[src/design/scw_pkg.sv]
// Constants, field layouts and types of the stepper control-word handler.
// Assumes a single 250 MHz clock and a 32-bit register port.
package scw_pkg;

  // ------------------------------------------------------------------
  // Widths
  // ------------------------------------------------------------------
  localparam int unsigned ADDR_W = 8;
  localparam int unsigned DATA_W = 32;
  localparam int unsigned CW_W   = 16;
  localparam int unsigned PER_W  = 13;
  localparam int unsigned CNT_W  = 16;
  localparam int unsigned QAW    = 3;
  localparam int unsigned QDEPTH = 8;
  localparam int unsigned PCW    = 20;

  // ------------------------------------------------------------------
  // Register offsets
  // ------------------------------------------------------------------
  localparam logic [ADDR_W-1:0] OFS_CTRL   = 8'h00;
  localparam logic [ADDR_W-1:0] OFS_STATUS = 8'h04;
  localparam logic [ADDR_W-1:0] OFS_CMD    = 8'h08;
  localparam logic [ADDR_W-1:0] OFS_ACCEL  = 8'h0c;
  localparam logic [ADDR_W-1:0] OFS_POS    = 8'h10;

  // ------------------------------------------------------------------
  // Control word numbers
  // ------------------------------------------------------------------
  localparam logic [CW_W-1:0] CW_ENABLE  = 16'h0001;
  localparam logic [CW_W-1:0] CW_PAUSE   = 16'h0002;
  localparam logic [CW_W-1:0] CW_CONT    = 16'h0003;
  localparam logic [CW_W-1:0] CW_ESTOP   = 16'h0004;
  localparam logic [CW_W-1:0] CW_CSTOP   = 16'h0005;
  localparam logic [CW_W-1:0] CW_STEPDIR = 16'h0006;

  // ------------------------------------------------------------------
  // Status word bit positions
  // ------------------------------------------------------------------
  localparam int unsigned ST_EN     = 0;
  localparam int unsigned ST_PAUSE  = 1;
  localparam int unsigned ST_BUSY   = 2;
  localparam int unsigned ST_CWERR  = 3;
  localparam int unsigned ST_MOVING = 4;
  localparam int unsigned ST_OVF    = 5;
  localparam int unsigned ST_DIR    = 6;
  localparam int unsigned ST_MODE   = 7;
  localparam int unsigned ST_QEMPTY = 8;
  localparam int unsigned ST_QFULL  = 9;
  localparam int unsigned ST_DECEL  = 10;
  localparam int unsigned ST_LASTCW = 16;

  // ------------------------------------------------------------------
  // Profile command fields
  // ------------------------------------------------------------------
  localparam int unsigned CMD_KIND = 30;
  localparam int unsigned CMD_DIR  = 29;
  localparam int unsigned CMD_PER  = 16;
  localparam int unsigned CMD_ARG  = 0;

  // ------------------------------------------------------------------
  // Reset values and timing
  // ------------------------------------------------------------------
  localparam logic [PER_W-1:0] ACCEL_RST   = 13'h0010;
  localparam logic [PER_W-1:0] STOP_PERIOD = 13'h1fff;
  localparam logic             MODE_STEPDIR = 1'b0;
  localparam int unsigned CLK_KHZ     = 250000;
  localparam int unsigned CW_PROC_US  = 3000;
  localparam int unsigned CW_PROC_CYC = CW_PROC_US * CLK_KHZ / 1000;

  typedef enum logic [1:0] {K_DIST, K_POS, K_VEL, K_BAD} scw_kind_e;
  typedef enum logic [1:0] {MS_IDLE, MS_RUN, MS_DECEL} scw_motion_e;

  function automatic logic scw_cw_valid(input logic [CW_W-1:0] cw);
    return (cw >= CW_ENABLE) && (cw <= CW_STEPDIR);
  endfunction : scw_cw_valid

endpackage : scw_pkg

[src/design/scw_step_if.sv]
// Link between the motion sequencer and the step rate generator.
// Assumes both ends share one clock.
`timescale 1ns/1ps
interface scw_step_if;
  import scw_pkg::*;
  logic             run;
  logic [PER_W-1:0] period;
  logic             tick;
  modport ctl (output run, output period, input tick);
  modport gen (input run, input period, output tick);
endinterface : scw_step_if

[src/design/scw_step_gen.sv]
// Step rate generator: one tick every period cycles while run is high.
// Assumes period is at least one.
`timescale 1ns/1ps
module scw_step_gen
  import scw_pkg::*;
(
  input  wire logic mclk_i,
  input  wire logic sys_rst_i,
  scw_step_if.gen   step
);
  logic [PER_W-1:0] cnt_q;
  logic [PER_W-1:0] cnt_d;
  wire              last_w;

  assign last_w    = step.run && (cnt_q + 13'h0001 >= step.period);
  assign step.tick = last_w;
  assign cnt_d     = (!step.run || last_w) ? '0 : cnt_q + 13'h0001;

  always_ff @(posedge mclk_i or posedge sys_rst_i) begin
    if (sys_rst_i) cnt_q <= '0;
    else           cnt_q <= cnt_d;
  end
endmodule : scw_step_gen

[src/design/scw_cmd_queue.sv]
// Profile command queue with flush; push while full is refused.
// Assumes pop is asserted only when not empty.
`timescale 1ns/1ps
module scw_cmd_queue
  import scw_pkg::*;
(
  input  wire logic              mclk_i,
  input  wire logic              sys_rst_i,
  input  wire logic              push_i,
  input  wire logic [DATA_W-1:0] data_i,
  input  wire logic              pop_i,
  input  wire logic              flush_i,
  output logic      [DATA_W-1:0] head_o,
  output logic                   empty_o,
  output logic                   full_o
);
  logic [DATA_W-1:0] mem_q [QDEPTH];
  logic [QAW-1:0]    wp_q;
  logic [QAW-1:0]    rp_q;
  logic [QAW:0]      cnt_q;
  wire               do_push;
  wire               do_pop;

  assign empty_o = (cnt_q == '0);
  assign full_o  = (cnt_q == (QAW+1)'(QDEPTH));
  assign head_o  = mem_q[rp_q];
  assign do_push = push_i && !full_o && !flush_i;
  assign do_pop  = pop_i && !empty_o && !flush_i;

  always_ff @(posedge mclk_i) begin
    if (do_push) mem_q[wp_q] <= data_i;
  end

  always_ff @(posedge mclk_i or posedge sys_rst_i) begin
    if (sys_rst_i) begin
      wp_q  <= '0;
      rp_q  <= '0;
      cnt_q <= '0;
    end else if (flush_i) begin
      wp_q  <= '0;
      rp_q  <= '0;
      cnt_q <= '0;
    end else begin
      wp_q  <= wp_q + QAW'(do_push);
      rp_q  <= rp_q + QAW'(do_pop);
      cnt_q <= cnt_q + (QAW+1)'(do_push) - (QAW+1)'(do_pop);
    end
  end
endmodule : scw_cmd_queue

[src/design/scw_stepper_ctrl.sv]
// Stepper control-word handler: control word decode, command queue
// sequencing, step/direction outputs and the register port.
// Assumes a single clock and a master that waits for the busy bit.
//
// Contract
// - Commands queued only after enable profile.
// - Pause stops starting further queued commands.
// - Running distance/position move finishes under pause.
// - Continue clears pause and runs next command.
// - Early continue aborts current, starts next.
// - Continue on lone velocity move decelerates.
// - Emergency stop halts pulses, empties queue.
// - Controlled stop decelerates, empties queue.
// - Word 6 selects step/direction output.
// - Step/direction is the mode after reset.
// - Busy bit held until control word applied.
// - Enable profile sets the enabled bit.
// - Listed faults and stops clear enabled.
// - Disable stops pulses, flushes, drops commands.
// - Idle status shows last control word.
`timescale 1ns/1ps
module scw_stepper_ctrl
  import scw_pkg::*;
#(
  parameter int unsigned P_CW_PROC_CYC = CW_PROC_CYC
) (
  input  wire logic              mclk_i,
  input  wire logic              sys_rst_i,
  input  wire logic [ADDR_W-1:0] addr_i,
  input  wire logic [DATA_W-1:0] wdata_i,
  input  wire logic              wr_i,
  input  wire logic              rd_i,
  input  wire logic              scan_lost_i,
  output logic      [DATA_W-1:0] rdata_o,
  output logic                   step_o,
  output logic                   dir_o,
  output logic                   profile_en_o
);

  // ------------------------------------------------------------------
  // State
  // ------------------------------------------------------------------
  scw_motion_e      st_q, st_d;
  scw_kind_e        kind_q;
  logic [CW_W-1:0]  cw_q;
  logic             busy_q, en_q, pause_q, cwerr_q, ovf_q, mode_q;
  logic             cs_q, dir_q, step_q;
  logic [PCW-1:0]   proc_q;
  logic [PER_W-1:0] per_q, accel_q;
  logic [CNT_W-1:0] rem_q, pos_q;
  logic [DATA_W-1:0] rdata_q;

  scw_step_if step ();
  logic [DATA_W-1:0] q_head;
  logic              q_empty, q_full;

  // ------------------------------------------------------------------
  // Address decode
  // ------------------------------------------------------------------
  wire wr_ctrl  = wr_i && (addr_i == OFS_CTRL);
  wire wr_cmd   = wr_i && (addr_i == OFS_CMD);
  wire wr_accel = wr_i && (addr_i == OFS_ACCEL);

  // ------------------------------------------------------------------
  // Control word processing
  // ------------------------------------------------------------------
  wire cw_take  = wr_ctrl && !busy_q;
  wire cw_apply = busy_q && (proc_q == PCW'(P_CW_PROC_CYC - 1));
  wire cw_ok    = scw_cw_valid(cw_q);
  wire act_en    = cw_apply && (cw_q == CW_ENABLE);
  wire act_pause = cw_apply && (cw_q == CW_PAUSE);
  wire act_cont  = cw_apply && (cw_q == CW_CONT);
  wire act_estop = cw_apply && (cw_q == CW_ESTOP);
  wire act_cstop = cw_apply && (cw_q == CW_CSTOP);
  wire act_mode  = cw_apply && (cw_q == CW_STEPDIR);
  wire act_bad   = cw_apply && !cw_ok;

  always_ff @(posedge mclk_i or posedge sys_rst_i) begin
    if (sys_rst_i) begin
      cw_q   <= '0;
      busy_q <= 1'b0;
      proc_q <= '0;
    end else begin
      if (cw_take) cw_q <= wdata_i[CW_W-1:0];
      busy_q <= cw_take || (busy_q && !cw_apply);
      proc_q <= busy_q && !cw_apply ? proc_q + 20'h00001 : '0;
    end
  end

  // ------------------------------------------------------------------
  // Queue and command decode
  // ------------------------------------------------------------------
  wire       q_push   = wr_cmd && en_q;
  wire       q_ovf    = q_push && q_full;
  scw_kind_e nk;
  assign nk = scw_kind_e'(q_head[CMD_KIND +: 2]);
  wire [PER_W-1:0] n_per = q_head[CMD_PER +: PER_W];
  wire [CNT_W-1:0] n_arg = q_head[CMD_ARG +: CNT_W];
  wire [CNT_W:0]   n_dlt = {n_arg[CNT_W-1], n_arg} - {pos_q[CNT_W-1], pos_q};
  wire             n_rev = (nk == K_POS) ? n_dlt[CNT_W] : q_head[CMD_DIR];
  wire [CNT_W-1:0] n_cnt = (nk != K_POS) ? n_arg :
                           n_dlt[CNT_W] ? CNT_W'(-n_dlt) : n_dlt[CNT_W-1:0];

  // A continue starts the next command at once, even mid-move.
  wire q_pop = en_q && !q_empty &&
               ((st_q == MS_IDLE && !pause_q) || act_cont);
  wire ill_cmd = q_pop && (nk == K_BAD || n_per == '0);
  wire vel_dec = act_cont && q_empty && st_q == MS_RUN && kind_q == K_VEL;

  // ------------------------------------------------------------------
  // Motion sequencer
  // ------------------------------------------------------------------
  wire [PER_W:0] per_sum  = {1'b0, per_q} + {1'b0, accel_q};
  wire           dec_end  = step.tick && (per_sum >= {1'b0, STOP_PERIOD});
  wire           cs_done  = st_q == MS_DECEL && dec_end && cs_q;
  wire           dis_ev   = act_estop || cs_done || scan_lost_i ||
                            ill_cmd || act_bad || q_ovf;
  wire           stop_now = act_estop || (en_q && dis_ev);
  wire           run_done = st_q == MS_RUN && kind_q != K_VEL &&
                            (rem_q == '0 || (step.tick && rem_q == 16'h0001));
  wire           q_flush  = act_estop || act_cstop || dis_ev;

  always_comb begin
    st_d = st_q;
    case (st_q)
      MS_IDLE: begin
        if (q_pop) st_d = MS_RUN;
      end
      MS_RUN: begin
        if (act_cstop || vel_dec) st_d = MS_DECEL;
        else if (q_pop) st_d = MS_RUN;
        else if (run_done) st_d = MS_IDLE;
      end
      MS_DECEL: begin
        if (q_pop && !cs_q) st_d = MS_RUN;
        else if (dec_end) st_d = MS_IDLE;
      end
      default: st_d = MS_IDLE;
    endcase
    if (stop_now || ill_cmd) st_d = MS_IDLE;
  end

  always_ff @(posedge mclk_i or posedge sys_rst_i) begin
    if (sys_rst_i) begin
      st_q   <= MS_IDLE;
      kind_q <= K_DIST;
      per_q  <= STOP_PERIOD;
      rem_q  <= '0;
      dir_q  <= 1'b0;
    end else begin
      st_q <= st_d;
      if (q_pop && !(st_q == MS_DECEL && cs_q)) begin
        kind_q <= nk;
        per_q  <= n_per;
        rem_q  <= n_cnt;
        dir_q  <= n_rev;
      end else begin
        if (st_q == MS_DECEL && step.tick)
          per_q <= per_sum[PER_W] ? STOP_PERIOD : per_sum[PER_W-1:0];
        if (st_q != MS_IDLE && step.tick && rem_q != '0)
          rem_q <= rem_q - 16'h0001;
      end
    end
  end

  // ------------------------------------------------------------------
  // Profile flags
  // ------------------------------------------------------------------
  always_ff @(posedge mclk_i or posedge sys_rst_i) begin
    if (sys_rst_i) begin
      en_q    <= 1'b0;
      pause_q <= 1'b0;
      cwerr_q <= 1'b0;
      ovf_q   <= 1'b0;
      cs_q    <= 1'b0;
      mode_q  <= MODE_STEPDIR;
    end else begin
      en_q    <= !dis_ev && (act_en || en_q);
      pause_q <= act_pause || (pause_q && !act_cont && !stop_now);
      cwerr_q <= act_bad || (cwerr_q && !cw_apply);
      ovf_q   <= q_ovf || (ovf_q && !act_en);
      cs_q    <= act_cstop || (cs_q && st_q != MS_IDLE && !stop_now);
      if (act_mode) mode_q <= MODE_STEPDIR;
    end
  end

  // ------------------------------------------------------------------
  // Position and pin outputs
  // ------------------------------------------------------------------
  wire step_d = step.tick && st_q != MS_IDLE && !stop_now;

  always_ff @(posedge mclk_i or posedge sys_rst_i) begin
    if (sys_rst_i) begin
      pos_q  <= '0;
      step_q <= 1'b0;
    end else begin
      step_q <= step_d;
      if (step_d) pos_q <= dir_q ? pos_q - 16'h0001 : pos_q + 16'h0001;
    end
  end

  assign step.run    = st_q != MS_IDLE;
  assign step.period = per_q;

  // ------------------------------------------------------------------
  // Register port
  // ------------------------------------------------------------------
  wire [DATA_W-1:0] status_w = {cw_q, 5'h00, st_q == MS_DECEL, q_full,
                                q_empty, mode_q, dir_q, ovf_q,
                                st_q != MS_IDLE, cwerr_q, busy_q,
                                pause_q, en_q};
  wire [DATA_W-1:0] rd_mux =
      (addr_i == OFS_STATUS) ? status_w :
      (addr_i == OFS_ACCEL)  ? {19'h00000, accel_q} :
      (addr_i == OFS_POS)    ? {16'h0000, pos_q} : '0;

  always_ff @(posedge mclk_i or posedge sys_rst_i) begin
    if (sys_rst_i) begin
      accel_q <= ACCEL_RST;
      rdata_q <= '0;
    end else begin
      if (wr_accel) accel_q <= wdata_i[PER_W-1:0];
      // Read data stands only in the cycle after the strobe
      rdata_q <= rd_i ? rd_mux : '0;
    end
  end

  assign rdata_o      = rdata_q;
  assign step_o       = step_q;
  assign dir_o        = dir_q;
  assign profile_en_o = en_q;

  // ------------------------------------------------------------------
  // Submodules
  // ------------------------------------------------------------------
  scw_step_gen u_gen (
    .mclk_i    (mclk_i),
    .sys_rst_i (sys_rst_i),
    .step      (step.gen)
  );

  scw_cmd_queue u_queue (
    .mclk_i    (mclk_i),
    .sys_rst_i (sys_rst_i),
    .push_i    (q_push),
    .data_i    (wdata_i),
    .pop_i     (q_pop),
    .flush_i   (q_flush),
    .head_o    (q_head),
    .empty_o   (q_empty),
    .full_o    (q_full)
  );

  // ------------------------------------------------------------------
  // Checks
  // ------------------------------------------------------------------
  a_cmd_gate: assert property (@(posedge mclk_i) disable iff (sys_rst_i)
    wr_cmd && !en_q && q_empty |=> q_empty)
    else $error("command queued while profile disabled");

  a_pause_hold: assert property (@(posedge mclk_i) disable iff (sys_rst_i)
    pause_q && st_q == MS_IDLE && !act_cont |=> st_q == MS_IDLE)
    else $error("command started while paused");

  a_pause_finish: assert property (@(posedge mclk_i) disable iff (sys_rst_i)
    act_pause && st_q == MS_RUN && !scan_lost_i && rem_q > 16'h0001
    |=> st_q == MS_RUN)
    else $error("pause aborted a running move");

  a_cont_next: assert property (@(posedge mclk_i) disable iff (sys_rst_i)
    act_cont && en_q && !q_empty && !scan_lost_i && !ill_cmd && !q_ovf &&
    !cs_q |=> !pause_q && st_q == MS_RUN && rem_q == $past(n_cnt))
    else $error("continue did not start next command");

  a_vel_decel: assert property (@(posedge mclk_i) disable iff (sys_rst_i)
    vel_dec && !scan_lost_i |=> st_q == MS_DECEL ##1 st_q != MS_RUN)
    else $error("velocity move not decelerated on continue");

  a_estop_halt: assert property (@(posedge mclk_i) disable iff (sys_rst_i)
    act_estop |=> st_q == MS_IDLE && q_empty && !en_q && !step_o)
    else $error("emergency stop did not halt");

  a_cstop_decel: assert property (@(posedge mclk_i) disable iff (sys_rst_i)
    act_cstop && st_q != MS_IDLE && !scan_lost_i |=> st_q == MS_DECEL && q_empty)
    else $error("controlled stop did not decelerate");

  a_cw_busy: assert property (@(posedge mclk_i) disable iff (sys_rst_i)
    cw_take |=> busy_q && cw_q == $past(wdata_i[CW_W-1:0]))
    else $error("busy bit not set on control word");

  a_disable_stop: assert property (@(posedge mclk_i) disable iff (sys_rst_i)
    $fell(en_q) |-> st_q == MS_IDLE && q_empty ##1 !step_o)
    else $error("disable left motion running");

  a_mode_fixed: assert property (@(posedge mclk_i) disable iff (sys_rst_i)
    mode_q == MODE_STEPDIR)
    else $error("output mode left step/direction");

endmodule : scw_stepper_ctrl

[config.mk]
export PLATFORM = sky130hd
export DESIGN_NAME = scw_stepper_ctrl
export DESIGN_NICKNAME = d
export VERILOG_FILES = /design/src/design/scw_pkg.sv /design/src/design/scw_step_if.sv /design/src/design/scw_step_gen.sv /design/src/design/scw_cmd_queue.sv /design/src/design/scw_stepper_ctrl.sv
export SDC_FILE = /design/constraint.sdc
export NUM_CORES = 1
export LEC_CHECK = 0
export BUFFER_PORTS_ARGS = -buffer_cell sky130_fd_sc_hd__clkbuf_2
export CAP_MARGIN = 20
export CORE_MARGIN = 1.5
export CORE_UTILIZATION = 40
export DETAILED_ROUTE_END_ITERATION = 8
export PLACE_DENSITY = 0.55
export SETUP_SLACK_MARGIN = 0.4
export SYNTH_ARGS = -nofsm -noshare
export SYNTH_HDL_FRONTEND = slang
export SYNTH_SLANG_ARGS = --single-unit
[constraint.sdc]
create_clock -name mclk_i -period 5.2 [get_ports mclk_i]
set_clock_uncertainty 0.2 [all_clocks]
set_input_delay 0 -clock mclk_i [delete_from_list [all_inputs] [get_ports mclk_i]]
set_output_delay 0 -clock mclk_i [all_outputs]
set_load 0.02 [all_outputs]
==> impl_metrics.csv <==
group,metric,value,unit
logic_synthesis,ys_types,68,
logic_synthesis,ys_seq_area_share,59.4,%
die,ios,80,
logic_synthesis,synth-edff-count,256,
pwr,pwr-share-seq,51.1,%
logic_synthesis,async_reset_ff_share,38.6,%
die,die_w,225,µm
clock_network,insertion_delay,0.59,ns
die,core-area,48800,µm²
final_layout,syn2layout_area_growth,18.5,%
final_layout,drive_above_1_share,22.3,%
detailed_routing,drc,0,
setup_path,crit_family,"simple AND/OR/NAND/NOR gates",
detailed_routing,finalWirelength,47900,µm
setup_path,slowest_stage,"dfstp_2",
pwr,internal-power,5.49,mW
logic_synthesis,ys_seq_elements,417,
global_route,grt_start_max_net_pins,67,
setup_path,crit_chain,"ha_4 -> inv_2 -> fa_2 -> xor2_1 -> or4_1 -> or4b_4 -> or4_4 -> o41a_1 -> o31a_1 -> nand3_2 -> xnor2_2 -> ha_2 -> fa_2 -> and3_1",
logic_synthesis,synth_area,19800,µm²
detailed_routing,first_pass_iters,5,
setup_path,path_buf_inv,1,
die,initial_utilization,40.4,%
global_route,grt_overflow,0,
setup_path,path_max_fanout,7,
setup_path,r2r_cells,14,
detailed_routing,via_per_inst,5.32,
clock_network,path_clk_slew,0.06,ns
setup_path,cp.depth,14,
timing,rsz0062_at_grt,"yes",
pwr,switching_share,20.8,%
setup_path,rr_endpoint,"u_queue.cnt_q[1]",
final_layout,final_util,47.9,%
clock_network,cts_buffers,46,
clock_network,cts_sinks,417,
setup_path,crit_type,"reg2reg",
timing,setup_ws,0.332,ns
setup_path,worst-r2r-setup-slack,0.33,ns
pwr,netSwitchingPower,1.44,mW
pwr,p_leak,9.12,nW
final_layout,design.final.nets,1755,
pwr,vdd_ir_drop_max,0.301,mV
detailed_routing,ant_nets,0,
flow_run,maxCapViolCount,0,
detailed_routing,wl_per_cell,20.5,µm
timing,period_minus_slack,4.87,ns
setup_path,cp.arrival,5.15,ns
detailed_routing,drtIter0Drc,872,
global_route,grt_first_pass_wirelength,73700,µm
timing,setup_viol,0,
die,die_height,225,µm
placement,portBuffers,79,
setup_path,cp-end-kind,"flop",
setup_path,r2r_start,"per_q[0]",
placement,gp_congestion,0.837,
timing,max_freq,205,MHz
placement,dp_hpwl,32800,µm
final_layout,final_common_cell,"edfxtp_1",
logic_synthesis,synth_nets,1577,
hold_path,hold-path-cell-count,2,
timing,tightest_slew,1.08,ns
logic_synthesis,ys.flop_type,"edfxtp_1",
hold_path,hold-path-endpoint,"u_queue.mem_q[2][23]",
final_layout,most-common-layout-cells,"256 x edfxtp_1, 144 x dfrtp_1, 93 x nor2_1",
logic_synthesis,avgSynthCellArea,13.5,µm²
logic_synthesis,yosys_warnings,0,
status,outcome,"finished, final reports clean",
setup_path,crit_top_cell,"fa_2",
hold_path,hold_start,"wdata_i[23]",
global_route,antenna_found_initial,0,
global_route,grt_util_all_layers,19.3,%
logic_synthesis,synth_cells,1459,
timing,finalHoldViolations,0,
pwr,clkPwrFrac,46.9,%
timing,fin_crit_sh,93.6,%
clock_network,htree_levels,2,
die,row_count,81,
clock_network,cts_root_buffer,"clkbuf_16",
setup_path,critPathLaunchType,"flop",
detailed_routing,vias,12400,
timing,finalSetupTns,0,ns
setup_path,cp.required,5.48,ns
die,dieArea,50700,µm²
setup_path,max_stage_delay,0.56,ns
timing,slew_viol_final,0,
timing,slew_headroom,28.1,%
pwr,combPwrFrac,2.0,%
placement,place_ws,0.118,ns
clock_network,clk_path_buf_depth,3,
global_route,first_global_vias,12700,
pwr,power.density,296,nW/µm²
clock_network,cts_tree,"built",
hold_path,hp-class,"in2reg",
-- cells in the mapped netlist (5+ instances only) --
cell type    n  share of area (%)
edfxtp_1   256                 39
dfrtp_1    147                 19
nor2_1      99                1.9
ha_1        69                4.4
xnor2_1     65                2.9
mux4_2      64                7.3
nand2_1     64                1.2
inv_1       56                1.1
a21oi_1     55                1.4
mux2_2      54                3.1
o21ai_0     54                1.4
nor3_1      47                1.2
clkbuf_1    37               0.70
xor2_1      37                1.6
nor2b_1     31               0.98
mux2i_1     29                1.5
and2_1      26               0.82
and3_1      24               0.76
nand3_1     22               0.56
o22ai_1     20               0.63
or3_1       17               0.54
nand2b_1    15               0.47
dfstp_2     14                1.9
a211oi_1    13               0.49
a21o_1      12               0.46
nand4_1      9               0.28
o21a_1       9               0.34
nor4_1       8               0.25
a22oi_1      7               0.27
buf_1        6               0.11
buf_2        6               0.15
o21bai_1     6               0.23
or4_1        6               0.23
a211o_1      5               0.22
a221oi_1     5               0.22
a31oi_1      5               0.16
o211ai_1     5               0.19
-- worst max path at each step --
stage / start / end / slack [ns]
floorplan: u_gen.cnt_q[3] / u_queue.mem_q[7][0] / 0.29
global placement: per_q[0] / u_queue.cnt_q[3] / 0.22
detailed placement: per_q[0] / u_queue.cnt_q[2] / 0.12
CTS: per_q[0] / u_queue.cnt_q[1] / 0.30
global route: per_q[0] / u_queue.cnt_q[1] / 0.22
finish: per_q[0] / u_queue.cnt_q[1] / 0.33
-- power by group through the flow --
stage / logic [mW] / clock network (mW) / registers, mW
global route: 0.157 / 3.46 / 3.54
global placement: 0.115 / 0 / 3.60
finish: 0.141 / 3.25 / 3.54
floorplan: 0.0461 / 0 / 3.60
CTS: 0.143 / 3.33 / 3.54
detailed placement: 0.117 / 0 / 3.60
-- per-stage QoR --
| stage | std cells | power (mW) | instance area, µm² | hold WS (ns) |
|---|---|---|---|---|
| floorplan | 1459 | 3.64 | 19800 | -0.101 |
| global placement | 2187 | 3.72 | 21200 | -0.0490 |
| detailed placement | 2187 | 3.72 | 21200 | -0.0602 |
| CTS | 2326 | 7.01 | 23300 | 0.00187 |
| global route | 2339 | 7.15 | 23400 | 0.0243 |
| finish | 2340 | 6.93 | 23400 | 0.0255 |
-- per-layer routing --
metal | track usage [%] | routed length [µm] | vias to the layer above
met5 | 0 | 0 | -
met4 | 6.24 | 1250 | 0
met3 | 2.97 | 2070 | 70
met2 | 30.2 | 21700 | 273
met1 | 27.5 | 22900 | 6260
li1 | - | - | 5846
-- cell type report --
| type | instances | area (µm²) |
|---|---|---|
| clock inverters | 18 | 203 |
| multi-input cells | 934 | 7730 |
| flip-flops and latches | 417 | 11700 |
| clock buffers | 68 | 1320 |
| repair buffers | 182 | 1380 |
| well taps | 664 | 831 |
| inverters | 56 | 215 |
| fillers | 4355 | 25400 |
| diodes | 1 | 2.50 |
-- timing repair --
item	in CTS	in global routing
endpoints found under the setup margin	229	263
cloned	0	0
gates resized for setup	8	11
buffers inserted	7	12
hold buffers	46	0
endpoints found under the hold margin	372	0
pin swaps	5	16
-- kinds of logic (layout without fill, tap and decap cells) --
| kind of cell | Yosys count | after routing | share of synthesized area (%) |
|---|---|---|---|
| other cells | 0 | 1 | 0 |
| buf+inv | 108 | 324 | 2.25 |
| fa+ha+maj | 73 | 73 | 4.77 |
| simple gates | 387 | 387 | 9.97 |
| xor+xnor | 102 | 102 | 4.52 |
| mux | 147 | 147 | 11.8 |
| compound gates | 225 | 225 | 7.25 |
| flops | 417 | 417 | 59.4 |
-- state kept, by name, indices dropped and copies added, names as in the netlist, 4 cells and up, named ones only --
| register | count |
|---|---|
| rem_q | 16 |
| rdata_o | 32 |
| accel_q | 13 |
| u_gen.cnt_q | 13 |
| u_queue.mem_q | 256 |
| proc_q | 20 |
| per_q | 13 |
| cw_q | 16 |
| u_queue.cnt_q | 4 |
| pos_q | 16 |
Power figures use the tool's default switching activity.
